File: src/logic/pmac_map.svh
/*
 * Register map, field positions, reset values and timing counts for the
 * power monitor acquisition control block.
 * Assumes a 40 MHz core clock; included by bare name wherever needed.
 */
`ifndef PMAC_MAP_SVH
`define PMAC_MAP_SVH

// ********************************************************************
// Register offsets (command codes)
// ********************************************************************
`define PMAC_OFS_MODE        8'hD2
`define PMAC_OFS_STATUS      8'hD3
`define PMAC_OFS_ICHAN       8'hD4

// ********************************************************************
// Acquisition mode fields
// ********************************************************************
`define PMAC_MODE_PD_BIT     6
`define PMAC_MODE_IDLE_BIT   5
`define PMAC_MODE_POST_BIT   4
`define PMAC_MODE_CONT_BIT   3
`define PMAC_MODE_SEL_HI     2
`define PMAC_MODE_SEL_LO     0
`define PMAC_MODE_MASK       8'h7F
`define PMAC_MODE_RESET      8'h0A

// ********************************************************************
// Conversion status fields
// ********************************************************************
`define PMAC_STAT_READY_BIT  1
`define PMAC_STAT_OVF_BIT    0

// ********************************************************************
// Shunt channel configuration fields
// ********************************************************************
`define PMAC_ICH_AUX_AVG_HI  13
`define PMAC_ICH_AUX_AVG_LO  10
`define PMAC_ICH_AUX_CT_HI   9
`define PMAC_ICH_AUX_CT_LO   7
`define PMAC_ICH_PRI_AVG_HI  6
`define PMAC_ICH_PRI_AVG_LO  3
`define PMAC_ICH_PRI_CT_HI   2
`define PMAC_ICH_PRI_CT_LO   0
`define PMAC_ICH_MASK        16'h3FFF
`define PMAC_ICH_RESET       16'h0387

// ********************************************************************
// Timing
// ********************************************************************
`define PMAC_CLK_PERIOD_PS   25000
`define PMAC_CONV_BASE_PS    64000000
`define PMAC_CONV_BASE_CYC   (`PMAC_CONV_BASE_PS / `PMAC_CLK_PERIOD_PS)
`define PMAC_VOLT_CT_CODE    3'h7
`define PMAC_AVG_MAX_SHIFT   4'hC

`endif

File: src/logic/pmac_pkg.sv
/*
 * Types shared by the acquisition control block and its helpers.
 * Assumes pmac_map.svh supplies the numeric constants.
 */
package pmac_pkg;

  // ******************************************************************
  // Register port carriers
  // ******************************************************************
  typedef struct packed {
    logic        wr;
    logic        rd;
    logic [7:0]  addr;
    logic [15:0] wdata;
  } pmac_req_s;

  typedef struct packed {
    logic        ack;
    logic        err;
    logic [15:0] rdata;
  } pmac_rsp_s;

  // ******************************************************************
  // Measurement results
  // ******************************************************************
  typedef struct packed {
    logic [15:0] pri_shunt;
    logic [15:0] pri_bus;
    logic [15:0] aux_shunt;
    logic [15:0] aux_bus;
    logic [15:0] temp;
  } pmac_res_s;

  typedef enum logic [2:0] {
    PMAC_CH_PRI_SHUNT,
    PMAC_CH_PRI_BUS,
    PMAC_CH_AUX_SHUNT,
    PMAC_CH_AUX_BUS,
    PMAC_CH_TEMP
  } pmac_ch_e;

  typedef enum logic [2:0] {
    PMAC_ST_OFF,
    PMAC_ST_IDLE,
    PMAC_ST_PICK,
    PMAC_ST_CONV
  } pmac_state_e;

endpackage : pmac_pkg

File: src/logic/pmac_top.sv
/*
 * Acquisition mode control for the power monitor converter: mode,
 * status and shunt channel configuration registers, the measurement
 * sequencer and per-channel averaging.
 * Assumes the serial management engine presents decoded register
 * accesses on the same clock, and that the converter front end offers
 * a settled sample on adc_data_in when the sample strobe fires.
 */
`timescale 1ns/1ps
`include "pmac_map.svh"

// Function
// - Power-down bit set stops the converter
// - Idle bit holds converter without acquiring
// - After trigger, idle or power down
// - Mode type bit picks triggered or continuous
// - Mode write starts one triggered cycle
// - Selector maps codes to measured inputs
// - Mode register resets to continuous, selector 010
// - Ready low while converting, high when done
// - Ready flag only operates in triggered mode
// - Mode write clears ready flag
// - Overflow flag set on out-of-range math
// - Conversion time codes 64us to 2.048ms
// - Shunt times in bits 9:7 and 2:0
// - Store only the average of samples
// - Average count two to the code, max 4096
// - Shunt averages in bits 13:10 and 6:3
module pmac_top
  import pmac_pkg::*;
#(
  parameter int unsigned CONV_BASE_CYC = `PMAC_CONV_BASE_CYC
) (
  // Clock and reset
  input  wire logic            core_clk_in,
  input  wire logic            arst_n_in,
  // Register port from the serial management engine
  input  pmac_pkg::pmac_req_s  reg_req_in,
  output pmac_pkg::pmac_rsp_s  reg_rsp_out,
  // Converter front end
  input  wire logic [15:0]     adc_data_in,
  input  wire logic            math_overflow_in,
  output logic                 converter_power_down_out,
  output logic                 converter_idle_out,
  output pmac_pkg::pmac_ch_e   adc_channel_out,
  output logic                 adc_sample_out,
  // Results
  output pmac_pkg::pmac_res_s  results_out,
  output logic                 results_valid_out
);

  import pmac_pkg::*;

  // ******************************************************************
  // Decoding helpers
  // ******************************************************************

  // One bit per input, in the order of pmac_ch_e
  function automatic logic [4:0] sel_to_mask(input logic [2:0] sel);
    logic [4:0] m;
    m = 5'h00;
    unique case (sel)
      3'h0: m = 5'h01;
      3'h1: m = 5'h02;
      3'h2: m = 5'h03;
      3'h3: m = 5'h04;
      3'h4: m = 5'h08;
      3'h5: m = 5'h0C;
      3'h6: m = 5'h10;
      3'h7: m = 5'h1F;
    endcase
    return m;
  endfunction : sel_to_mask

  // Codes 11xx saturate at 4096 samples
  function automatic logic [3:0] avg_shift(input logic [3:0] code);
    return (code[3:2] == 2'b11) ? `PMAC_AVG_MAX_SHIFT : code;
  endfunction : avg_shift

  // ******************************************************************
  // Register storage
  // ******************************************************************
  logic [7:0]  mode_r;
  logic [15:0] ichan_r;
  logic        ready_r;
  logic        ovf_r;
  logic        post_pd_r;
  logic        trig_pend_r;
  logic        mode_wr;
  logic        ichan_wr;
  logic        hit;

  // Byte and word accesses arrive already framed and checked
  assign mode_wr  = reg_req_in.wr && (reg_req_in.addr == `PMAC_OFS_MODE);
  assign ichan_wr = reg_req_in.wr && (reg_req_in.addr == `PMAC_OFS_ICHAN);
  assign hit      = (reg_req_in.addr == `PMAC_OFS_MODE)
                 || (reg_req_in.addr == `PMAC_OFS_STATUS)
                 || (reg_req_in.addr == `PMAC_OFS_ICHAN);

  always_ff @(posedge core_clk_in or negedge arst_n_in) begin
    if (!arst_n_in) begin
      mode_r <= `PMAC_MODE_RESET;
    end else if (mode_wr) begin
      mode_r <= reg_req_in.wdata[7:0] & `PMAC_MODE_MASK;
    end
  end

  always_ff @(posedge core_clk_in or negedge arst_n_in) begin
    if (!arst_n_in) begin
      ichan_r <= `PMAC_ICH_RESET;
    end else if (ichan_wr) begin
      ichan_r <= reg_req_in.wdata & `PMAC_ICH_MASK;
    end
  end

  // ******************************************************************
  // Mode fields
  // ******************************************************************
  logic       pd_bit;
  logic       idle_bit;
  logic       post_bit;
  logic       cont_bit;
  logic [4:0] ch_mask;
  logic       run_ok;

  assign pd_bit   = mode_r[`PMAC_MODE_PD_BIT];
  assign idle_bit = mode_r[`PMAC_MODE_IDLE_BIT];
  assign post_bit = mode_r[`PMAC_MODE_POST_BIT];
  assign cont_bit = mode_r[`PMAC_MODE_CONT_BIT];
  assign ch_mask  = sel_to_mask(mode_r[`PMAC_MODE_SEL_HI:`PMAC_MODE_SEL_LO]);
  assign run_ok   = !pd_bit && !idle_bit && !post_pd_r;

  // ******************************************************************
  // Sequencer
  // ******************************************************************
  pmac_state_e state_r;
  pmac_ch_e    ch_r;
  logic [12:0] cnt_r;
  logic        tmr_start;
  logic        tmr_done;
  logic        tmr_busy;
  logic [2:0]  ct_code;
  logic [3:0]  shift;
  logic        shunt_ch;
  logic        last_sample;
  logic        cycle_end;
  logic        found;
  pmac_ch_e    next_ch;
  logic        tail_r;
  logic [3:0]  store_shift_r;
  logic [15:0] mean;

  // Per-channel time and averaging, each field independent
  always_comb begin
    ct_code  = `PMAC_VOLT_CT_CODE;
    shift    = 4'h0;
    shunt_ch = 1'b0;
    unique case (ch_r)
      PMAC_CH_PRI_SHUNT: begin
        ct_code  = ichan_r[`PMAC_ICH_PRI_CT_HI:`PMAC_ICH_PRI_CT_LO];
        shift    = avg_shift(ichan_r[`PMAC_ICH_PRI_AVG_HI:
                                     `PMAC_ICH_PRI_AVG_LO]);
        shunt_ch = 1'b1;
      end
      PMAC_CH_AUX_SHUNT: begin
        ct_code  = ichan_r[`PMAC_ICH_AUX_CT_HI:`PMAC_ICH_AUX_CT_LO];
        shift    = avg_shift(ichan_r[`PMAC_ICH_AUX_AVG_HI:
                                     `PMAC_ICH_AUX_AVG_LO]);
        shunt_ch = 1'b1;
      end
      default: begin
        ct_code  = `PMAC_VOLT_CT_CODE;
        shift    = 4'h0;
        shunt_ch = 1'b0;
      end
    endcase
  end

  // Next selected input at or after the current one
  always_comb begin
    found   = 1'b0;
    next_ch = PMAC_CH_PRI_SHUNT;
    for (int i = 4; i >= 0; i--) begin
      if (!tail_r && ch_mask[i] && (3'(i) >= ch_r)) begin
        found   = 1'b1;
        next_ch = pmac_ch_e'(3'(i));
      end
    end
  end

  assign last_sample = (cnt_r == ((13'h1 << shift) - 13'h1));
  assign tmr_start   = (state_r == PMAC_ST_PICK) && found && run_ok
                    && !mode_wr;
  assign cycle_end   = (state_r == PMAC_ST_PICK) && !found && run_ok
                    && !mode_wr;

  always_ff @(posedge core_clk_in or negedge arst_n_in) begin
    if (!arst_n_in) begin
      state_r <= PMAC_ST_IDLE;
      ch_r    <= PMAC_CH_PRI_SHUNT;
      cnt_r   <= 13'h0;
    end else if (mode_wr) begin
      // A mode write abandons any cycle in flight and re-arms
      state_r <= PMAC_ST_IDLE;
      ch_r    <= PMAC_CH_PRI_SHUNT;
      cnt_r   <= 13'h0;
    end else if (!run_ok) begin
      state_r <= pd_bit || post_pd_r ? PMAC_ST_OFF : PMAC_ST_IDLE;
      ch_r    <= PMAC_CH_PRI_SHUNT;
      cnt_r   <= 13'h0;
    end else begin
      unique case (state_r)
        PMAC_ST_OFF, PMAC_ST_IDLE: begin
          if (cont_bit || trig_pend_r) begin
            state_r <= PMAC_ST_PICK;
            ch_r    <= PMAC_CH_PRI_SHUNT;
          end else begin
            state_r <= PMAC_ST_IDLE;
          end
        end
        PMAC_ST_PICK: begin
          if (found) begin
            ch_r    <= next_ch;
            cnt_r   <= 13'h0;
            state_r <= PMAC_ST_CONV;
          end else if (cont_bit) begin
            ch_r    <= PMAC_CH_PRI_SHUNT;
            state_r <= PMAC_ST_PICK;
          end else begin
            state_r <= PMAC_ST_IDLE;
          end
        end
        PMAC_ST_CONV: begin
          if (tmr_done) begin
            if (!shunt_ch || last_sample) begin
              state_r <= PMAC_ST_PICK;
              ch_r    <= (ch_r == PMAC_CH_TEMP) ? PMAC_CH_TEMP
                       : pmac_ch_e'(ch_r + 3'h1);
            end else begin
              cnt_r <= cnt_r + 13'h1;
            end
          end
        end
      endcase
    end
  end

  // ******************************************************************
  // Conversion timing and averaging
  // ******************************************************************
  logic conv_restart;
  logic done_ch;

  assign conv_restart = (state_r == PMAC_ST_CONV) && tmr_done
                     && shunt_ch && !last_sample && run_ok && !mode_wr;
  assign done_ch      = (state_r == PMAC_ST_CONV) && tmr_done && run_ok
                     && !mode_wr && (!shunt_ch || last_sample);

  // Temperature is the last input; without this the search finds it again
  always_ff @(posedge core_clk_in or negedge arst_n_in) begin
    if (!arst_n_in) begin
      tail_r <= 1'b0;
    end else if (mode_wr || !run_ok) begin
      tail_r <= 1'b0;
    end else if (done_ch) begin
      tail_r <= (ch_r == PMAC_CH_TEMP);
    end else if ((state_r == PMAC_ST_PICK) && !found) begin
      tail_r <= 1'b0;
    end
  end

  pmac_conv_timer #(
    .BASE_CYC (CONV_BASE_CYC),
    .CNT_W    (18)
  ) u_timer (
    .core_clk_in (core_clk_in),
    .arst_n_in   (arst_n_in),
    .start_in    (tmr_start || conv_restart),
    .abort_in    (mode_wr || !run_ok),
    .code_in     (tmr_start ? (next_ch == PMAC_CH_PRI_SHUNT
                   ? ichan_r[`PMAC_ICH_PRI_CT_HI:`PMAC_ICH_PRI_CT_LO]
                   : next_ch == PMAC_CH_AUX_SHUNT
                   ? ichan_r[`PMAC_ICH_AUX_CT_HI:`PMAC_ICH_AUX_CT_LO]
                   : `PMAC_VOLT_CT_CODE) : ct_code),
    .busy_out    (tmr_busy),
    .done_out    (tmr_done)
  );

  pmac_averager #(
    .DATA_W (16),
    .ACC_W  (28)
  ) u_avg (
    .core_clk_in (core_clk_in),
    .arst_n_in   (arst_n_in),
    .clear_in    (tmr_start),
    .sample_in   (tmr_done && (state_r == PMAC_ST_CONV)),
    .data_in     (adc_data_in),
    .shift_in    (store_shift_r),
    .mean_out    (mean)
  );

  // ******************************************************************
  // Results
  // ******************************************************************
  // The mean is read one cycle after the last sample lands
  logic     store_r;
  pmac_ch_e store_ch_r;

  always_ff @(posedge core_clk_in or negedge arst_n_in) begin
    if (!arst_n_in) begin
      store_r       <= 1'b0;
      store_ch_r    <= PMAC_CH_PRI_SHUNT;
      store_shift_r <= 4'h0;
    end else begin
      store_r       <= done_ch;
      store_ch_r    <= ch_r;
      store_shift_r <= shift;
    end
  end

  always_ff @(posedge core_clk_in or negedge arst_n_in) begin
    if (!arst_n_in) begin
      results_out <= '0;
    end else if (store_r) begin
      unique case (store_ch_r)
        PMAC_CH_PRI_SHUNT: results_out.pri_shunt <= mean;
        PMAC_CH_PRI_BUS:   results_out.pri_bus   <= mean;
        PMAC_CH_AUX_SHUNT: results_out.aux_shunt <= mean;
        PMAC_CH_AUX_BUS:   results_out.aux_bus   <= mean;
        PMAC_CH_TEMP:      results_out.temp      <= mean;
        default:           results_out.temp      <= results_out.temp;
      endcase
    end
  end

  // Cycle-end pulse trails the last store so results are in place
  logic end_r;

  always_ff @(posedge core_clk_in or negedge arst_n_in) begin
    if (!arst_n_in) begin
      end_r             <= 1'b0;
      results_valid_out <= 1'b0;
    end else begin
      end_r             <= cycle_end;
      results_valid_out <= end_r && !mode_wr;
    end
  end

  // ******************************************************************
  // Trigger bookkeeping and status flags
  // ******************************************************************
  always_ff @(posedge core_clk_in or negedge arst_n_in) begin
    if (!arst_n_in) begin
      trig_pend_r <= 1'b0;
    end else if (mode_wr) begin
      trig_pend_r <= !reg_req_in.wdata[`PMAC_MODE_CONT_BIT];
    end else if ((state_r == PMAC_ST_IDLE) && run_ok) begin
      trig_pend_r <= 1'b0;
    end
  end

  always_ff @(posedge core_clk_in or negedge arst_n_in) begin
    if (!arst_n_in) begin
      post_pd_r <= 1'b0;
    end else if (mode_wr) begin
      post_pd_r <= 1'b0;
    end else if (end_r && !cont_bit) begin
      post_pd_r <= post_bit;
    end
  end

  // Clearing by a mode write restarts tracking, so it outranks a set
  always_ff @(posedge core_clk_in or negedge arst_n_in) begin
    if (!arst_n_in) begin
      ready_r <= 1'b0;
    end else if (mode_wr) begin
      ready_r <= 1'b0;
    end else if (end_r && !cont_bit) begin
      ready_r <= 1'b1;
    end
  end

  // A mode write clears stale overflow; a fresh report wins
  always_ff @(posedge core_clk_in or negedge arst_n_in) begin
    if (!arst_n_in) begin
      ovf_r <= 1'b0;
    end else if (math_overflow_in) begin
      ovf_r <= 1'b1;
    end else if (mode_wr) begin
      ovf_r <= 1'b0;
    end
  end

  // ******************************************************************
  // Register read-back
  // ******************************************************************
  logic [15:0] rd_mux;

  always_comb begin
    rd_mux = 16'h0000;
    unique case (reg_req_in.addr)
      `PMAC_OFS_MODE:   rd_mux = {8'h00, mode_r};
      `PMAC_OFS_STATUS: rd_mux = {14'h0000, ready_r, ovf_r};
      `PMAC_OFS_ICHAN:  rd_mux = ichan_r;
      default:          rd_mux = 16'h0000;
    endcase
  end

  always_ff @(posedge core_clk_in or negedge arst_n_in) begin
    if (!arst_n_in) begin
      reg_rsp_out <= '0;
    end else begin
      reg_rsp_out.ack   <= reg_req_in.wr || reg_req_in.rd;
      reg_rsp_out.err   <= (reg_req_in.wr || reg_req_in.rd) && !hit;
      reg_rsp_out.rdata <= reg_req_in.rd ? rd_mux : 16'h0000;
    end
  end

  // ******************************************************************
  // Converter front end drive
  // ******************************************************************
  always_ff @(posedge core_clk_in or negedge arst_n_in) begin
    if (!arst_n_in) begin
      converter_power_down_out <= 1'b0;
      converter_idle_out       <= 1'b0;
    end else begin
      converter_power_down_out <= pd_bit || post_pd_r;
      converter_idle_out       <= !pd_bit && !post_pd_r
                               && (state_r != PMAC_ST_CONV);
    end
  end

  assign adc_channel_out = ch_r;
  assign adc_sample_out  = tmr_done && (state_r == PMAC_ST_CONV);

endmodule : pmac_top

File: src/logic/pmac_conv_timer.sv
/*
 * Conversion time counter: one done pulse after the selected time.
 * Assumes start is a one-cycle pulse from the same clock domain.
 */
`timescale 1ns/1ps
`include "pmac_map.svh"

module pmac_conv_timer #(
  parameter int unsigned BASE_CYC = `PMAC_CONV_BASE_CYC,
  parameter int unsigned CNT_W    = 18
) (
  // Clock and reset
  input  wire logic       core_clk_in,
  input  wire logic       arst_n_in,
  // Control
  input  wire logic       start_in,
  input  wire logic       abort_in,
  input  wire logic [2:0] code_in,
  // Status
  output logic            busy_out,
  output logic            done_out
);

  logic [CNT_W-1:0] cnt_r;
  logic [2:0]       shift;
  logic [CNT_W-1:0] load;

  // Codes 10x and 11x ignore the low bit
  always_comb begin
    if (code_in[2]) begin
      shift = code_in[1] ? 3'h5 : 3'h4;
    end else begin
      shift = {1'b0, code_in[1:0]};
    end
    load = CNT_W'(BASE_CYC) << shift;
  end

  always_ff @(posedge core_clk_in or negedge arst_n_in) begin
    if (!arst_n_in) begin
      cnt_r <= '0;
    end else if (abort_in) begin
      cnt_r <= '0;
    end else if (start_in) begin
      cnt_r <= load;
    end else if (cnt_r != '0) begin
      cnt_r <= cnt_r - CNT_W'(1);
    end
  end

  always_ff @(posedge core_clk_in or negedge arst_n_in) begin
    if (!arst_n_in) begin
      done_out <= 1'b0;
    end else begin
      done_out <= !abort_in && (cnt_r == CNT_W'(1));
    end
  end

  assign busy_out = (cnt_r != '0);

endmodule : pmac_conv_timer

File: src/logic/pmac_averager.sv
/*
 * Sample accumulator that yields the mean of 2**shift samples.
 * Assumes samples are signed and arrive as one-cycle strobes.
 */
`timescale 1ns/1ps

module pmac_averager #(
  parameter int unsigned DATA_W = 16,
  parameter int unsigned ACC_W  = 28
) (
  // Clock and reset
  input  wire logic              core_clk_in,
  input  wire logic              arst_n_in,
  // Sample stream
  input  wire logic              clear_in,
  input  wire logic              sample_in,
  input  wire logic [DATA_W-1:0] data_in,
  input  wire logic [3:0]        shift_in,
  // Running sum shifted right by shift_in
  output logic [DATA_W-1:0]      mean_out
);

  logic signed [ACC_W-1:0] acc_r;
  logic signed [ACC_W-1:0] acc_nxt;
  logic signed [ACC_W-1:0] scaled;

  // Only the mean leaves the block, never the raw samples
  always_comb begin
    acc_nxt = acc_r + ACC_W'($signed(data_in));
    scaled  = acc_r >>> shift_in;
  end

  always_ff @(posedge core_clk_in or negedge arst_n_in) begin
    if (!arst_n_in) begin
      acc_r <= '0;
    end else if (clear_in) begin
      acc_r <= '0;
    end else if (sample_in) begin
      acc_r <= acc_nxt;
    end
  end

  assign mean_out = scaled[DATA_W-1:0];

endmodule : pmac_averager

File: config.mk
export PLATFORM = sky130hd
export DESIGN_NAME = pmac_top
export DESIGN_NICKNAME = d
export VERILOG_FILES = /design/src/logic/pmac_pkg.sv /design/src/logic/pmac_top.sv /design/src/logic/pmac_conv_timer.sv /design/src/logic/pmac_averager.sv
export VERILOG_INCLUDE_DIRS = /design/src /design/src/logic
export SDC_FILE = /design/constraint.sdc
export NUM_CORES = 1
export LEC_CHECK = 0
export BUFFER_PORTS_ARGS = -buffer_cell sky130_fd_sc_hd__buf_2
export CAP_MARGIN = 20
export CORE_UTILIZATION = 45
export CTS_CLUSTER_DIAMETER = 50
export DETAILED_ROUTE_END_ITERATION = 6
export GPL_TIMING_DRIVEN = 0
export SYNTH_ARGS = -nofsm -noshare
export SYNTH_HDL_FRONTEND = slang
export SYNTH_SLANG_ARGS = --single-unit
export TNS_END_PERCENT = 20
File: constraint.sdc
create_clock -name core_clk_in -period 7.9 [get_ports core_clk_in]
set_clock_uncertainty 0.1 [all_clocks]
set_input_delay 0 -clock core_clk_in [delete_from_list [all_inputs] [get_ports core_clk_in]]
set_output_delay 0 -clock core_clk_in [all_outputs]
set_load 0.03 [all_outputs]
---- Yosys cells after proc, flatten, opt, wreduce, memory -nomap -nowiden ----
Memories as Yosys holds them, arrays and structs flattened.
Cells that the tools add are included.
storage, ports and cells
  word-level logic and storage cells ...... 206
  register bits ........................... 202
  memories kept ........................... 1
  bits in read-only memories .............. 40
memories
  name             words  bits a word  rd ports  clocked after memory_dff  write ports  line            source
  (no name shown)  8      5            1         0                         0            pmac_top.sv:62  unique case (sel)
operators by class
  magnitude comparators ................... 5
  mux-type cells .......................... 62
  add/subtract/negate cells ............... 5
  shift-type cells ........................ 3
  equal/unequal tests ..................... 25
  reductions and logical operators ........ 77
operators with widths
  operator                 number
  $mux W13                 5
  $mux W3                  21
  $mux W28                 2
  $mux W18                 3
  $pmux W14 S3             1
  $logic_and A1 B1 Y1      35
  $add A28 B16 Y28         1
  $sshr A28 B4 Y16         1
  $pmux W13 S2             1
  $eq A8 B8 Y1 const B     3
  $mux W1                  19
  $eq A18 B1 Y1 const B    1
  $eq A3 B2 Y1 const B     6
  $pmux W3 S3              2
  $reduce_bool A18 Y1      1
  $shl A12 B3 Y18 const A  1
  $sub A18 B1 Y18 const B  1
  $mux W16                 1
  $add A13 B1 Y13 const B  1
  $eq A13 B13 Y1           1
  $logic_not A1 Y1         13
  $shl A1 B4 Y13 const A   1
  $sub A13 B1 Y13 const B  1
  $logic_not A3 Y1         4
  other kinds (22)         51

---- Logic depth before layout (Yosys ltp) ----
  depth in word-level cells ............... 17
  mapped depth ............................ 23

---- Hierarchy ----
A second synthesis with hierarchy kept.
unflattened totals
  cell total of the unflattened synthesis .. 1153
  area, all modules ....................... 11989.0 µm²
by module, submodules not included
  module           area an instance (µm²)  times used  cells each
  pmac_top         7163.1                  1           609
  pmac_averager    3693.5                  1           420
  pmac_conv_timer  1132.3                  1           124

---- Worst setup path before layout ----
No wires, ideal clock.
  kind .................................... flip-flop to flip-flop
  start point ............................. register ch_r[0] (netlist: adc_channel_out[0])
  end point ............................... register ch_r[1] (netlist: adc_channel_out[1])
  stages on the path, launching flop included .. 20
  setup slack ............................. 2.837 ns
  data arrival time ....................... 4.838 ns
  setup time .............................. 0.125 ns
  path buffers ............................ 5
  path through ............................ dfrtp_1 -> inv_1 -> ha_1 -> buf_2 -> and4b_1 -> buf_2 -> or4_1 -> buf_2 -> nand2b_1 -> ha_1 -> clkbuf_1 -> nor4b_1 -> o211a_1 -> a221oi_1 -> a2111oi_0 -> or4b_1 -> buf_2 -> a21boi_0 -> a2bb2oi_2 -> mux2_2
on the way
  cells in the longest elaborated chain, start to end .. 11
  elaborated cells between the ends (all ways) .. 41
  those cells by class .................... add/sub: 2; order compare: 5; eq/ne: 5; shift: 1; mux: 18; reduce/logical: 10
ends and longest elaborated chain
  what                                                                      line             source
  start, declared                                                           pmac_top.sv:137  pmac_ch_e ch_r;
  start signal, assigned                                                    pmac_top.sv:223  ch_r <= next_ch;
  start signal, assigned                                                    pmac_top.sv:237  ch_r <= (ch_r == PMAC_CH_TEMP) ? PMAC_CH_TEMP
  parallel branches: the longest is 11 deep, another holds $sub A13 B1 Y13  --
Several ways; the timed one is not identified. The select of a mux whose other input is x is not followed.
A chain may end at the register's enable or synchronous reset.

---- Worst setup path in the final report ----
Same ends and word-level chain as after synthesis.

==> reports/summary.txt <==
Status = finished, violations left
Failing checks = negative hold slack
Critical Path End Type = register
Max Fclk = 174 MHz
First-pass GRT wire length = 46.4 mm
# rows = 56
H-tree levels = 4
Switching part of the total = 32.3%
Total placed cells including tap cells = 1,637
P&R area growth vs syn = 19.4%
IO Count = 150
Final period util = 72.6%
Unrepaired setup endpoints after global routing = no
Worst Path Arrival = 5.97 ns
DR iter-0 viols = 639
Final setup margin = 2.17 ns
Setup violations, final = 0
DR vias = 9,453
# DRC = 0
Ys Warns = 0
Starting Density = 46.3%
Synthesized flop and latch total = 199
Crit path from = adc_channel_out[0]
Clk pwr share = 36.3%
Root buf cell = clkbuf_16
Crit path kind = reg -> reg
Seq pwr share = 43.5%
Average size of a mapped cell = 9.42 um^2
TritonCTS Buffers = 17
CTS Sinks = 199
Worst slew margin = 28.7%
Hpwl dp = 21.5 mm
Final ANT Viol Nets = 0
DR pass1 iterations = 5
Worst hold slack = -0.0118 ns
Mapped Area = 11,000 um^2
CP Launch Type = register
WL per Instance = 17.2 um
Worst slew pin tran = 1.07 ns
Cell Int Power = 1.70 mW
Setup bufs post-CTS = 0
Top cell type's share of synthesized area = 43.2%
Combinational Power Share = 20.2%
Synth area leaders = dfrtp_1, o21ai_0, nand2_1, ha_1, mux2_2
Total GRT Usage = 23.8%
Die X = 158 um
Critical Path Fanout Max = 10
Final std cells w/o fill = 1,702
Clock insertion delay at the later pin of the skew report = 0.45 ns
Fin. Hold Viols = 2
Port Buffers = 145
GPL Wtd Cong = 0.865
Max-slew violations = 0
WP data required = 8.14 ns
Commonest non-fill, non-tap cell in the layout = dfrtp_1
Setup tns final = 0 ns
Layout cells sized above 1 = 19.5%
Most frequent cells in the layout = dfrtp_1, nand2_1, buf_2
Worst reg2reg path startpoint = adc_channel_out[0]
Core region area = 23,800 um^2
Largest net degree at the start of global routing = 121
P_sw = 813 uW
Post-synth EDFFs = 0
Nets = 1,452
Worst VDD drop = 155 uV
DR vias/cell = 5.55
Die ar. = 25,100 um^2
Register area share after synthesis = 45.3%
Initial antenna violation count = 0
Leakage = 6.26 nW
Chip height = 158 um
CTS tree = done
HP Class = in -> async
Pwr dens = 192 nW/um^2
GR Overflow Total = 0
Synth Flop Type = dfrtp_1
Largest area contributor in the netlist = dfrtp_1
Max cap viols = 0
PostCTS Resize Cnt = 0
Gate Count Post-Synth = 1,169
Tmin final = 5.73 ns
Clock slew at reported path FFs = 0.08 ns
Post-Route WL = 29.3 mm
Clock Tree Buf Depth = 2
Distinct cells, synth = 74
# fillers = 2,134
Dpl ws = 2.24 ns
Vias in the first global route = 8,791
Inserted Diodes = 0
Flop-to-flop setup slack = 2.17 ns
Async set-reset flop share out of synthesis = 100%
-- power by group through the flow --
stage          registers, mW  clock network, mW  logic, mW
3_3_place_gp            1.12                  0      0.484
6_report                1.10              0.914      0.508
3_5_place_dp            1.12                  0      0.491
4_1_cts                 1.10              0.931      0.507
5_1_grt                 1.10              0.967      0.566
2_1_floorplan           1.10                  0      0.354
-- state kept, by name, summed over array words and instances, names as in the netlist --
| register | cells |
|---|---|
| adc_channel_out | 3 |
| cnt_r | 13 |
| converter_idle_out | 1 |
| converter_power_down_out | 1 |
| end_r | 1 |
| ichan_r | 14 |
| mode_r | 7 |
| ovf_r | 1 |
| post_pd_r | 1 |
| ready_r | 1 |
| reg_rsp_out | 16 |
| results_out | 80 |
| results_valid_out | 1 |
| state_r | 2 |
| store_ch_r | 3 |
| store_r | 1 |
| store_shift_r | 4 |
| tail_r | 1 |
| trig_pend_r | 1 |
| u_avg.acc_r | 28 |
| u_timer.cnt_r | 18 |
| u_timer.done_out | 1 |
-- cell families after synthesis --
| family | count (synthesis) | share of synthesized area (%) |
|---|---|---|
| multiplexers | 80 | 8.06 |
| other | 1 | 0.0341 |
| AND/OR/NAND/NOR | 395 | 17.3 |
| flip-flops | 199 | 45.3 |
| XOR/XNOR | 43 | 3.42 |
| AO/OA/AOI/OAI | 321 | 18.0 |
| adder cells (fa/ha/maj) | 37 | 4.27 |
| buffers and inverters | 93 | 3.51 |
-- cell type report --
| class | instances | area [um^2] | area share, % |
|---|---|---|---|
| well taps | 319 | 399 | 3.04 |
| repair buffers | 181 | 1110 | 8.42 |
| multi-input cells | 878 | 5640 | 42.9 |
| clock inverters | 15 | 191 | 1.46 |
| clock buffers | 17 | 425 | 3.24 |
| inverters | 24 | 90.1 | 0.686 |
| plain buffers | 69 | 297 | 2.26 |
| flip-flops and latches | 199 | 4990 | 38.0 |
-- through the flow --
stage / utilization (%) / area [um^2] / total power, mW
finish: 55.3 / 13100 / 2.52
global route: 55.3 / 13100 / 2.63
CTS: 55.3 / 13100 / 2.53
detailed placement: 51.3 / 12200 / 1.61
global placement: 51.1 / 12100 / 1.60
floorplan: - / 11000 / 1.46
-- path summary, 6_finish.rpt --
check | cells after the start | endpoint
min in group core_clk_in | 4 | u_avg.acc_r[11]
worst max register to register | 19 | adc_channel_out[1]
worst max-delay path | 19 | adc_channel_out[1]
worst min register to register | 2 | results_out[55]
worst min-delay path | 2 | u_avg.acc_r[19]
max in group asynchronous | 3 | reg_rsp_out[16]
-- per-layer routing --
metal | track usage [%] | vias to the layer above | share of wire, %
li1 | - | 4619 | -
met1 | 32.1 | 4584 | 46
met2 | 39.7 | 223 | 48
met3 | 3.89 | 27 | 4.4
met4 | 6.04 | 0 | 1.5
met5 | 0 | - | 0
-- synthesized netlist by cell type, types with 22 or more instances --
cell	instances
nor2_1	62
mux2_2	39
xnor2_1	25
dfrtp_1	190
clkbuf_1	50
o21ai_0	134
a21oi_1	52
ha_1	36
mux2i_1	38
nand2_1	174
inv_1	22
-- critical path: stages, from the launching register on --
cell and delay (ns):
dfrtp_1 0.55, inv_1 0.16, ha_1 0.21, buf_2 0.18
and4b_1 0.21, buf_2 0.15, or4_1 0.49, buf_2 0.17
nand2b_1 0.17, ha_1 0.26, clkbuf_1 0.26, nor4b_1 0.42
o211a_1 0.19, a221oi_1 0.05, a2111oi_0 0.53, or4b_1 0.47
buf_2 0.19, a21boi_0 0.22, a2bb2oi_2 0.26, mux2_2 0.37
-- timing repair --
item	in CTS	in global routing
endpoints found under the hold margin	124	0
setup endpoints to repair	0	0
hold buffers	33	0
Note: power is estimated with default switching activity, not from simulation.
